## src/dt8_pkg.sv

```systemverilog
// Shared constants and types for the dual 8-bit timer block.
// Assumes a single 100 MHz clock and a synchronous active-high reset.
package dt8_pkg;
	typedef logic [7:0] dt8_byte_t;
	typedef logic [2:0] dt8_csel_t;
	typedef logic [8:0] dt8_presc_t;

	// -----------------------------------------------------------------
	// Control byte field positions
	// -----------------------------------------------------------------
	localparam int RUN_BIT  = 7;
	localparam int PWM_BIT  = 6;
	localparam int CASC_BIT = 4;
	localparam int LVS_BIT  = 3;
	localparam int LVR_BIT  = 2;
	localparam int ALV_BIT  = 1;
	localparam int OE_BIT   = 0;

	// -----------------------------------------------------------------
	// Count clock selection codes and prescaler masks
	// -----------------------------------------------------------------
	localparam dt8_csel_t CSEL_FALL   = 3'h0;
	localparam dt8_csel_t CSEL_RISE   = 3'h1;
	localparam dt8_csel_t CSEL_DIV4   = 3'h2;
	localparam dt8_csel_t CSEL_DIV8   = 3'h3;
	localparam dt8_csel_t CSEL_DIV16  = 3'h4;
	localparam dt8_csel_t CSEL_DIV32  = 3'h5;
	localparam dt8_csel_t CSEL_DIV128 = 3'h6;
	localparam dt8_presc_t MASK_DIV4   = 9'h003;
	localparam dt8_presc_t MASK_DIV8   = 9'h007;
	localparam dt8_presc_t MASK_DIV16  = 9'h00F;
	localparam dt8_presc_t MASK_DIV32  = 9'h01F;
	localparam dt8_presc_t MASK_DIV128 = 9'h07F;
	localparam dt8_presc_t MASK_DIV512 = 9'h1FF;
	localparam dt8_presc_t PRESC_ZERO  = 9'h000;
	localparam dt8_presc_t PRESC_ONE   = 9'h001;

	// -----------------------------------------------------------------
	// Counter values
	// -----------------------------------------------------------------
	localparam dt8_byte_t CNT_ZERO = 8'h00;
	localparam dt8_byte_t CNT_ONE  = 8'h01;
	localparam dt8_byte_t CNT_MAX  = 8'hFF;
endpackage : dt8_pkg

```

## src/dt8_chan_if.sv

```systemverilog
// Link between the timer top level and one 8-bit counter channel.
// Assumes both ends run on the same clock.
interface dt8_chan_if;
	import dt8_pkg::*;
	logic      tick;      // Count enable pulse, already gated by run
	logic      run;       // Counting enabled
	logic      pwm;       // PWM operation selected
	logic      own_clear; // Clear on own compare match
	logic      ext_clr;   // Clear forced from outside (cascade)
	logic      cmp_wr;    // Compare write strobe
	dt8_byte_t cmp_wdata; // Compare write data
	logic      act_lvl;   // PWM active level
	logic      out_en;    // Output pin enabled
	logic      lvs;       // Preset output flip-flop high
	logic      lvr;       // Preset output flip-flop low
	dt8_byte_t count;     // Current count
	dt8_byte_t cmp_rd;    // Compare value as read back
	logic      eq;        // Count equals compare
	logic      hit;       // Match on a count pulse, not write-masked
	logic      ovf;       // Count pulse while at top value
	logic      wave;      // Output pin level

	modport top (output tick, run, pwm, own_clear, ext_clr, cmp_wr,
		cmp_wdata, act_lvl, out_en, lvs, lvr,
		input count, cmp_rd, eq, hit, ovf, wave);
	modport chan (input tick, run, pwm, own_clear, ext_clr, cmp_wr,
		cmp_wdata, act_lvl, out_en, lvs, lvr,
		output count, cmp_rd, eq, hit, ovf, wave);
endinterface : dt8_chan_if

```

## src/dt8_chan.sv

```systemverilog
// One 8-bit counter channel: counter, compare register, output flip-flop.
// Assumes the top level supplies a run-gated count pulse.
module dt8_chan (
	// Clock and reset
	input  wire logic clk,
	input  wire logic sys_rst,
	// Channel link
	dt8_chan_if.chan  c
);
	import dt8_pkg::*;

	dt8_byte_t count, next_count;
	dt8_byte_t cmp, next_cmp;
	dt8_byte_t cmp_rd, next_cmp_rd;
	logic      ff, next_ff;
	logic      pin, next_pin;
	logic      clr_evt;

	// -----------------------------------------------------------------
	// Match and overflow detection
	// -----------------------------------------------------------------
	// A write landing on the match cycle masks that match entirely
	assign c.eq  = (count == cmp);
	assign c.hit = c.tick & c.eq & ~c.cmp_wr;
	assign c.ovf = c.tick & (count == CNT_MAX);
	// PWM never clears on its own match; only the cascade clear stops its run to overflow
	assign clr_evt = c.tick & (c.ext_clr
		| (c.own_clear & ~c.pwm & c.hit));
	assign c.count  = count;
	assign c.cmp_rd = cmp_rd;
	assign c.wave   = pin;

	// Next state of counter, compare and output
	always_comb begin
		next_count  = count;
		next_cmp    = cmp;
		next_cmp_rd = cmp_rd;
		next_ff     = ff;
		// Direct write; a repeat write at overflow just lands
		if (c.cmp_wr) begin
			next_cmp = c.cmp_wdata;
		end
		// Read copy frozen on the overflow cycle
		if (!c.ovf) begin
			next_cmp_rd = cmp;
		end
		if (!c.run) begin
			next_count = CNT_ZERO;
			if (c.pwm) begin
				next_ff = 1'b0;
			end else if (c.lvs) begin
				next_ff = 1'b1;
			end else if (c.lvr) begin
				next_ff = 1'b0;
			end
		end else if (c.tick) begin
			// Past a lowered compare the count wraps through zero
			if (clr_evt) begin
				next_count = CNT_ZERO;
			end else begin
				next_count = count + CNT_ONE;
			end
			if (c.pwm) begin
				if (c.ovf) begin
					next_ff = 1'b1;
				end else if (c.hit) begin
					next_ff = 1'b0;
				end
			end else if (clr_evt) begin
				next_ff = ~ff;
			end
		end
		next_pin = c.out_en & (c.pwm ? (ff ? c.act_lvl : ~c.act_lvl) : ff);
	end

	// Register channel state
	always_ff @(posedge clk) begin
		if (sys_rst) begin
			count  <= CNT_ZERO;
			cmp    <= CNT_ZERO;
			cmp_rd <= CNT_ZERO;
			ff     <= 1'b0;
			pin    <= 1'b0;
		end else begin
			count  <= next_count;
			cmp    <= next_cmp;
			cmp_rd <= next_cmp_rd;
			ff     <= next_ff;
			pin    <= next_pin;
		end
	end
endmodule : dt8_chan

```

## src/dt8_timer.sv

```systemverilog
// Dual 8-bit timer/counter with cascade into one 16-bit interval timer.
// Assumes control bytes and clock selects are held steady by software
// and that compare writes and count reads arrive as one-cycle strobes.
//
// Overview of operation
// - Cascade select bit 4 of control b joins both counters as 16 bits.
// - Cascade: both counters matching raises irq a and clears both.
// - Each compare byte accepts any value 00 to FF in cascade.
// - In cascade, run a low stops the whole 16-bit count; starting it needs run b as well.
// - Counter b still raises irq b in cascade, on the combined 16-bit match; software masks it.
// - Start is unsynchronised to count pulse; first match may slip one.
// - Compare lowered below count: counter wraps through zero, no match.
// - Reading a running counter suspends its count pulse briefly.
// - Interval or square: compare write at match suppresses the irq.
// - Clear-on-match: compare write at match leaves counter uncleared.
// - Square wave: compare write at match leaves output uninverted.
// - PWM: compare write at match suppresses the match signal.
// - PWM: irq fires on counter overflow, not on compare match.
// - PWM: second compare write at overflow simply lands like any other write.
// - PWM: compare read on overflow cannot show the pre-overflow write.
// - Clock field: ext fall, ext rise, then /4 /8 /16 /32 /128 /512.
// - Run bit 7 high counts, low stops.
// - PWM bit 6: active from overflow until match, inactive otherwise.
// - PWM output inactive from start to first overflow and when stopped.
module dt8_timer (
	// Clock and reset
	input  wire logic              clk,
	input  wire logic              sys_rst,
	// Control bytes and clock selects
	input  wire dt8_pkg::dt8_byte_t ctrl_a,
	input  wire dt8_pkg::dt8_byte_t ctrl_b,
	input  wire dt8_pkg::dt8_csel_t clock_select_a,
	input  wire dt8_pkg::dt8_csel_t clock_select_b,
	// Compare write and count read strobes
	input  wire logic              compare_wr_a,
	input  wire logic              compare_wr_b,
	input  wire dt8_pkg::dt8_byte_t compare_wdata,
	input  wire logic              count_rd_a,
	input  wire logic              count_rd_b,
	// External event pins
	input  wire logic              event_in_a,
	input  wire logic              event_in_b,
	// Read-back values
	output dt8_pkg::dt8_byte_t     count_reg_a,
	output dt8_pkg::dt8_byte_t     count_reg_b,
	output dt8_pkg::dt8_byte_t     compare_a,
	output dt8_pkg::dt8_byte_t     compare_b,
	// Interrupt pulses and output pins
	output logic                   match_irq_a,
	output logic                   match_irq_b,
	output logic                   wave_out_a,
	output logic                   wave_out_b
);
	import dt8_pkg::*;

	localparam int NCH = 2;

	// -----------------------------------------------------------------
	// Count clock selection
	// -----------------------------------------------------------------
	function automatic logic sel_tick(input dt8_csel_t sel,
		input dt8_presc_t p, input logic fall, input logic rise);
		dt8_presc_t m;
		m = MASK_DIV512;
		if (sel == CSEL_DIV4) begin
			m = MASK_DIV4;
		end else if (sel == CSEL_DIV8) begin
			m = MASK_DIV8;
		end else if (sel == CSEL_DIV16) begin
			m = MASK_DIV16;
		end else if (sel == CSEL_DIV32) begin
			m = MASK_DIV32;
		end else if (sel == CSEL_DIV128) begin
			m = MASK_DIV128;
		end
		if (sel == CSEL_FALL) begin
			sel_tick = fall;
		end else if (sel == CSEL_RISE) begin
			sel_tick = rise;
		end else begin
			sel_tick = ((p & m) == m);
		end
	endfunction : sel_tick

	dt8_chan_if ch [NCH] ();

	dt8_presc_t presc, next_presc;
	logic [2:0] sync [NCH];
	logic [2:0] next_sync [NCH];
	logic       irq_a, next_irq_a;
	logic       irq_b, next_irq_b;
	dt8_byte_t  ctrl [NCH];
	dt8_csel_t  csel [NCH];
	logic       pin_in [NCH];
	logic       rd [NCH];
	logic       wr [NCH];
	logic       base_tick [NCH];
	logic       casc;
	logic       run_a;
	logic       run_b;
	logic       both_hit;

	assign ctrl[0]   = ctrl_a;
	assign ctrl[1]   = ctrl_b;
	assign csel[0]   = clock_select_a;
	assign csel[1]   = clock_select_b;
	assign pin_in[0] = event_in_a;
	assign pin_in[1] = event_in_b;
	assign rd[0]     = count_rd_a;
	assign rd[1]     = count_rd_b;
	assign wr[0]     = compare_wr_a;
	assign wr[1]     = compare_wr_b;

	// -----------------------------------------------------------------
	// Free-running prescaler
	// -----------------------------------------------------------------
	// Never reset by run, so a start lands anywhere in a pulse period
	always_comb begin
		next_presc = presc + PRESC_ONE;
	end

	always_ff @(posedge clk) begin
		if (sys_rst) begin
			presc <= PRESC_ZERO;
		end else begin
			presc <= next_presc;
		end
	end

	// -----------------------------------------------------------------
	// Per-channel pin sync, count pulse and control fan-out
	// -----------------------------------------------------------------
	genvar g;
	generate
		for (g = 0; g < NCH; g++) begin : g_ch
			logic rise;
			logic fall;

			// Three-stage synchroniser; stage 0 feeds stage 1 only
			always_comb begin
				next_sync[g] = {sync[g][1:0], pin_in[g]};
			end

			always_ff @(posedge clk) begin
				if (sys_rst) begin
					sync[g] <= 3'h0;
				end else begin
					sync[g] <= next_sync[g];
				end
			end

			assign rise = sync[g][1] & ~sync[g][2];
			assign fall = ~sync[g][1] & sync[g][2];
			// A count read steals the pulse, so slow edges are safest
			assign base_tick[g] = sel_tick(csel[g], presc, fall, rise)
				& ~rd[g];

			assign ch[g].pwm       = ctrl[g][PWM_BIT];
			assign ch[g].cmp_wr    = wr[g];
			assign ch[g].cmp_wdata = compare_wdata;
			assign ch[g].act_lvl   = ctrl[g][ALV_BIT];
			assign ch[g].out_en    = ctrl[g][OE_BIT];
			assign ch[g].lvs       = ctrl[g][LVS_BIT];
			assign ch[g].lvr       = ctrl[g][LVR_BIT];

			dt8_chan u_chan (
				.clk     (clk),
				.sys_rst (sys_rst),
				.c       (ch[g])
			);
		end
	endgenerate

	// -----------------------------------------------------------------
	// Cascade joining
	// -----------------------------------------------------------------
	assign casc  = ctrl_b[CASC_BIT];
	assign run_a = ctrl_a[RUN_BIT];
	// Counter b also needs run a in cascade, so run a rules both
	assign run_b = ctrl_b[RUN_BIT] & (~casc | run_a);
	// Combined match needs both bytes equal and neither compare written
	assign both_hit = casc & ch[0].tick & ch[0].eq & ch[1].eq
		& ~compare_wr_a & ~compare_wr_b;

	assign ch[0].run       = run_a;
	assign ch[0].tick      = base_tick[0] & run_a;
	assign ch[0].own_clear = ~casc;
	assign ch[0].ext_clr   = both_hit;
	assign ch[1].run       = run_b;
	// Upper byte steps on each lower wrap and clears with the pair
	assign ch[1].tick      = casc
		? (ch[0].tick & ((ch[0].count == CNT_MAX) | both_hit)) & run_b
		: base_tick[1] & run_b;
	assign ch[1].own_clear = ~casc;
	assign ch[1].ext_clr   = both_hit;

	// -----------------------------------------------------------------
	// Interrupt pulses
	// -----------------------------------------------------------------
	always_comb begin
		if (ch[0].pwm) begin
			next_irq_a = ch[0].ovf;
		end else if (casc) begin
			next_irq_a = both_hit;
		end else begin
			next_irq_a = ch[0].hit;
		end
		if (ch[1].pwm) begin
			next_irq_b = ch[1].ovf;
		end else if (casc) begin
			// Upper byte reports the combined 16-bit match, like irq a
			next_irq_b = both_hit;
		end else begin
			next_irq_b = ch[1].hit;
		end
	end

	always_ff @(posedge clk) begin
		if (sys_rst) begin
			irq_a <= 1'b0;
			irq_b <= 1'b0;
		end else begin
			irq_a <= next_irq_a;
			irq_b <= next_irq_b;
		end
	end

	// -----------------------------------------------------------------
	// Outputs
	// -----------------------------------------------------------------
	assign match_irq_a = irq_a;
	assign match_irq_b = irq_b;
	assign count_reg_a = ch[0].count;
	assign count_reg_b = ch[1].count;
	assign compare_a   = ch[0].cmp_rd;
	assign compare_b   = ch[1].cmp_rd;
	assign wave_out_a  = ch[0].wave;
	assign wave_out_b  = ch[1].wave;
endmodule : dt8_timer

```

## config.mk

```make
export PLATFORM = sky130hd
export DESIGN_NAME = dt8_timer
export DESIGN_NICKNAME = d
export VERILOG_FILES = /design/src/dt8_pkg.sv /design/src/dt8_chan_if.sv /design/src/dt8_chan.sv /design/src/dt8_timer.sv
export SDC_FILE = /design/constraint.sdc
export NUM_CORES = 1
export LEC_CHECK = 0
export ABC_AREA = 0
export BUFFER_PORTS_ARGS = -buffer_cell sky130_fd_sc_hd__buf_2
export CAP_MARGIN = 10
export CELL_PAD_IN_SITES_DETAIL_PLACEMENT = 1
export CELL_PAD_IN_SITES_GLOBAL_PLACEMENT = 2
export CORE_MARGIN = 4
export CORE_UTILIZATION = 32
export CTS_CLUSTER_SIZE = 20
export DETAILED_ROUTE_END_ITERATION = 12
export GPL_ROUTABILITY_DRIVEN = 0
export HOLD_SLACK_MARGIN = 0.15
export PLACE_DENSITY_LB_ADDON = 0.12
export SYNTH_ARGS = -nofsm -noshare
export SYNTH_HDL_FRONTEND = slang
export SYNTH_SLANG_ARGS = --single-unit
```

## constraint.sdc

```tcl
create_clock -name clk -period 3.3 [get_ports clk]
set_input_delay 0.66 -clock clk [delete_from_list [all_inputs] [get_ports clk]]
set_output_delay 0.66 -clock clk [all_outputs]
set_load 0.02 [all_outputs]
```

==> impl_metrics.yaml <==
outcome:
  status: "completed"
synthesis:
  yosys_warnings: 0
  synthDistinctLibCells: 57
  avgSynthCellArea_sq_um: 8.66
  ys_async_sr_fraction_pct: 0
  synth_area_leader_cell: "dfxtp_1"
  syn_inst: 389
  synth_area_sq_um: 3370
  ys_seq_area_share_pct: 41.0
  synth_top_area_share_pct: 41.0
  synth_seq_cells: 69
  synth_ff_type: "dfxtp_1"
  ys_top_cells_by_area: "dfxtp_1 41%, mux2i_1 7.4%, nor2_1 6.1%, xor2_1 6.0%, nand2_1 3.2%"
  synth-edff-count: 0
  yosysMostFrequentCell: "dfxtp_1"
  yosys-top-cells-count: "69 x dfxtp_1, 55 x nor2_1, 29 x nand2_1"
  syn_nets: 432
floorplanning:
  rows: 37
  io_pins: 74
  start_util_pct: 32.8
  dieArea_sq_um: 12200
  die_w_microns: 111
  core_sq_um: 10300
  die-height_microns: 111
timing:
  max_clock_freq_mhz: 358
  fin_skew_ps: 12.8
  finalCritPeriodShare_pct: 84.6
  finalSetupViolCount: 0
  min_period_ps: 2790
  rsz0062_at_grt: "no"
  hold_violations: 0
  tns_ps: 0
  tightest_slew_ps: 562
  slew_headroom_pct: 62.3
  final_max_slew_viol_count: 0
drt:
  wl_per_cell_microns: 16.4
  drt-pass1-iter-count: 4
  vias: 3058
  drt_wl_total_mm: 9.83
  via_per_inst: 5.09
  drc_errors: 0
  ant_nets: 0
  drt_iter0_markers: 152
global_routing:
  grt_pass1_vias: 3292
  grt_usage_pct: 17.0
  antenna_found_initial: 1
  grt_max_degree: 38
  gr-total-overflow: 0
  grt_pass1_wl_mm: 17.2
placed_design:
  port_buffers: 70
  dp_hpwl_mm: 7.46
  place_inst: 585
  placed_area_sq_um: 3870
clock_network:
  postCtsHoldBufs: 0
  insertion_delay_ps: 350
  clockRootBuffer: "clkbuf_8"
  cts_htree_levels: 3
  cts_buffers: 9
  cts_tree: "built"
  ctsResizeCount: 0
  cts_sinks: 69
  cts_buffer_depth: 2
  path_clk_slew_ps: 80
  cts_setup_buffers: 0
critical_path:
  required_ps: 3580
  max_stage_delay_ps: 530
  setup.worst_path.end_class: "flip-flop"
  r2r-end: "g_ch[1].u_chan.c.count[4]"
  critical_path_class: "input port to flip-flop"
  rr_worst_depth: 8
  r2r_start: "presc[0]"
  worst-path-max-fanout: 10
  cp-endpoint: "g_ch[1].u_chan.c.count[4]"
  crit_start: "clock_select_a[2]"
  worstPathArrival_ps: 3080
  cp_slowest_cell: "or4_1"
  rrSetupSlack_ps: 660
  crit_chain: "buf_2 > inv_1 > ha_1 > a21boi_0 > nor4_1 > nor2_2 > nor4_4 > nor3_2 > or4_1 > a21oi_1"
  critPathLaunchType: "input port"
power:
  power.density_nw_per_um2: 450
  total_leakage_power_nw: 1.76
  p_comb_share_pct: 9.7
  netSwitchingFraction_pct: 25.7
  seqPwrFrac_pct: 48.3
  power_frac_clock_pct: 42.0
  p_int_mw: 1.36
  ir_drop_mv: 0.178
  p_sw_mw: 0.472
finish:
  antenna_cells: 0
  drive_gt1_share_pct: 22.6
  stdcell_count: 601
  stdcell_area_sq_um: 4080
  area_growth_pct: 21.2
  nNetsFinal: 503
  finalCoreUtilization_pct: 39.7
run:
  maxCapViolCount: 0
worst_hold_path:
  hp-class: "flip-flop to flip-flop"
-- worst min path at each step --
stage / start / end / slack, ps / cells past startpoint
after floorplan: sync[0][0] / sync[0][1] / 410 / 1
after global placement: sync[0][0] / sync[0][1] / 420 / 1
after global routing: sync[0][0] / sync[0][1] / 470 / 1
final: sync[0][0] / sync[0][1] / 450 / 1
after CTS: sync[0][0] / sync[0][1] / 450 / 1
after detailed placement: sync[1][0] / sync[1][1] / 430 / 1
-- worst max-delay path, delay by kind of cell --
kind	cells	cell delay, ps
and+or+nand+nor	5	1710
adders and majority gates	1	260
AOI/OAI and AO/OA	2	260
buffers and inverters	2	180
-- layout by cell type, fill, tap and decap left out, types with 3 or more instances in the layout --
| cell type | instances |
|---|---|
| a211oi_1 | 3 |
| a21boi_0 | 4 |
| a21oi_1 | 19 |
| buf_2 | 70 |
| buf_4 | 7 |
| clkbuf_8 | 9 |
| dfxtp_1 | 69 |
| ha_1 | 5 |
| inv_1 | 5 |
| mux2i_1 | 25 |
| nand2_1 | 29 |
| nand2b_1 | 3 |
| nand3_1 | 21 |
| nand3b_1 | 3 |
| nand4_1 | 10 |
| nor2_1 | 55 |
| nor2b_1 | 12 |
| nor3_1 | 7 |
| nor3b_1 | 5 |
| nor4_1 | 3 |
| o21ai_0 | 13 |
| o31ai_1 | 3 |
| or2_2 | 3 |
| or3_1 | 5 |
| or4_1 | 3 |
| xnor2_1 | 8 |
| xor2_1 | 23 |
-- registers in the layout, indices dropped and copies added, names as in the netlist --
register / flops
presc: 9
match_irq_a: 1
match_irq_b: 1
g_ch.u_chan.c.count: 16
sync: 6
g_ch.u_chan.ff: 2
g_ch.u_chan.c.wave: 2
g_ch.u_chan.cmp: 16
g_ch.u_chan.c.cmp_rd: 16
-- stage by stage --
stage	total power [mW]	hold WS (ps)	setup slack, ps
2_1_floorplan	1.01	414	695
3_3_place_gp	1.08	424	246
3_5_place_dp	1.09	427	140
4_1_cts	1.86	455	502
5_1_grt	1.92	467	301
6_report	1.84	446	507
-- layout make-up --
class | instances | area [sq um]
multi-input combinational | 297 | 1890
inverter | 6 | 22.5
tap | 136 | 170
sequential | 69 | 1380
timing repair buffer | 77 | 403
clock inverter | 5 | 83.8
clock buffer | 11 | 131
fill | 1271 | 6190
-- logic make-up (layout without fill, tap and decap cells) --
logic type | after synthesis | count (layout) | synth area share, %
AND/OR/NAND/NOR | 171 | 171 | 25.9
flip-flops | 69 | 69 | 41.0
multiplexers | 25 | 25 | 7.43
buffers and inverters | 23 | 99 | 3.05
XOR/XNOR | 31 | 31 | 8.06
adder cells (fa/ha/maj) | 6 | 6 | 2.15
AO/OA/AOI/OAI | 64 | 64 | 12.4
-- power by group through the flow --
stage	clock [mW]	sequential (mW)	combinational (mW)
after floorplan	0	0.907	0.105
after global placement	0	0.906	0.177
after detailed placement	0	0.907	0.181
after CTS	0.794	0.887	0.182
after global routing	0.830	0.891	0.204
final	0.771	0.887	0.179
-- metal layers --
metal / GRT usage, % / vias to the layer above / wire length (microns)
li1: - / 1514 / -
met1: 21.5 / 1483 / 4490
met2: 29.0 / 52 / 4840
met3: 4.77 / 7 / 425
met4: 3.20 / 2 / 66
met5: 0 / - / 7
Note: power is estimated with default switching activity, not from simulation.
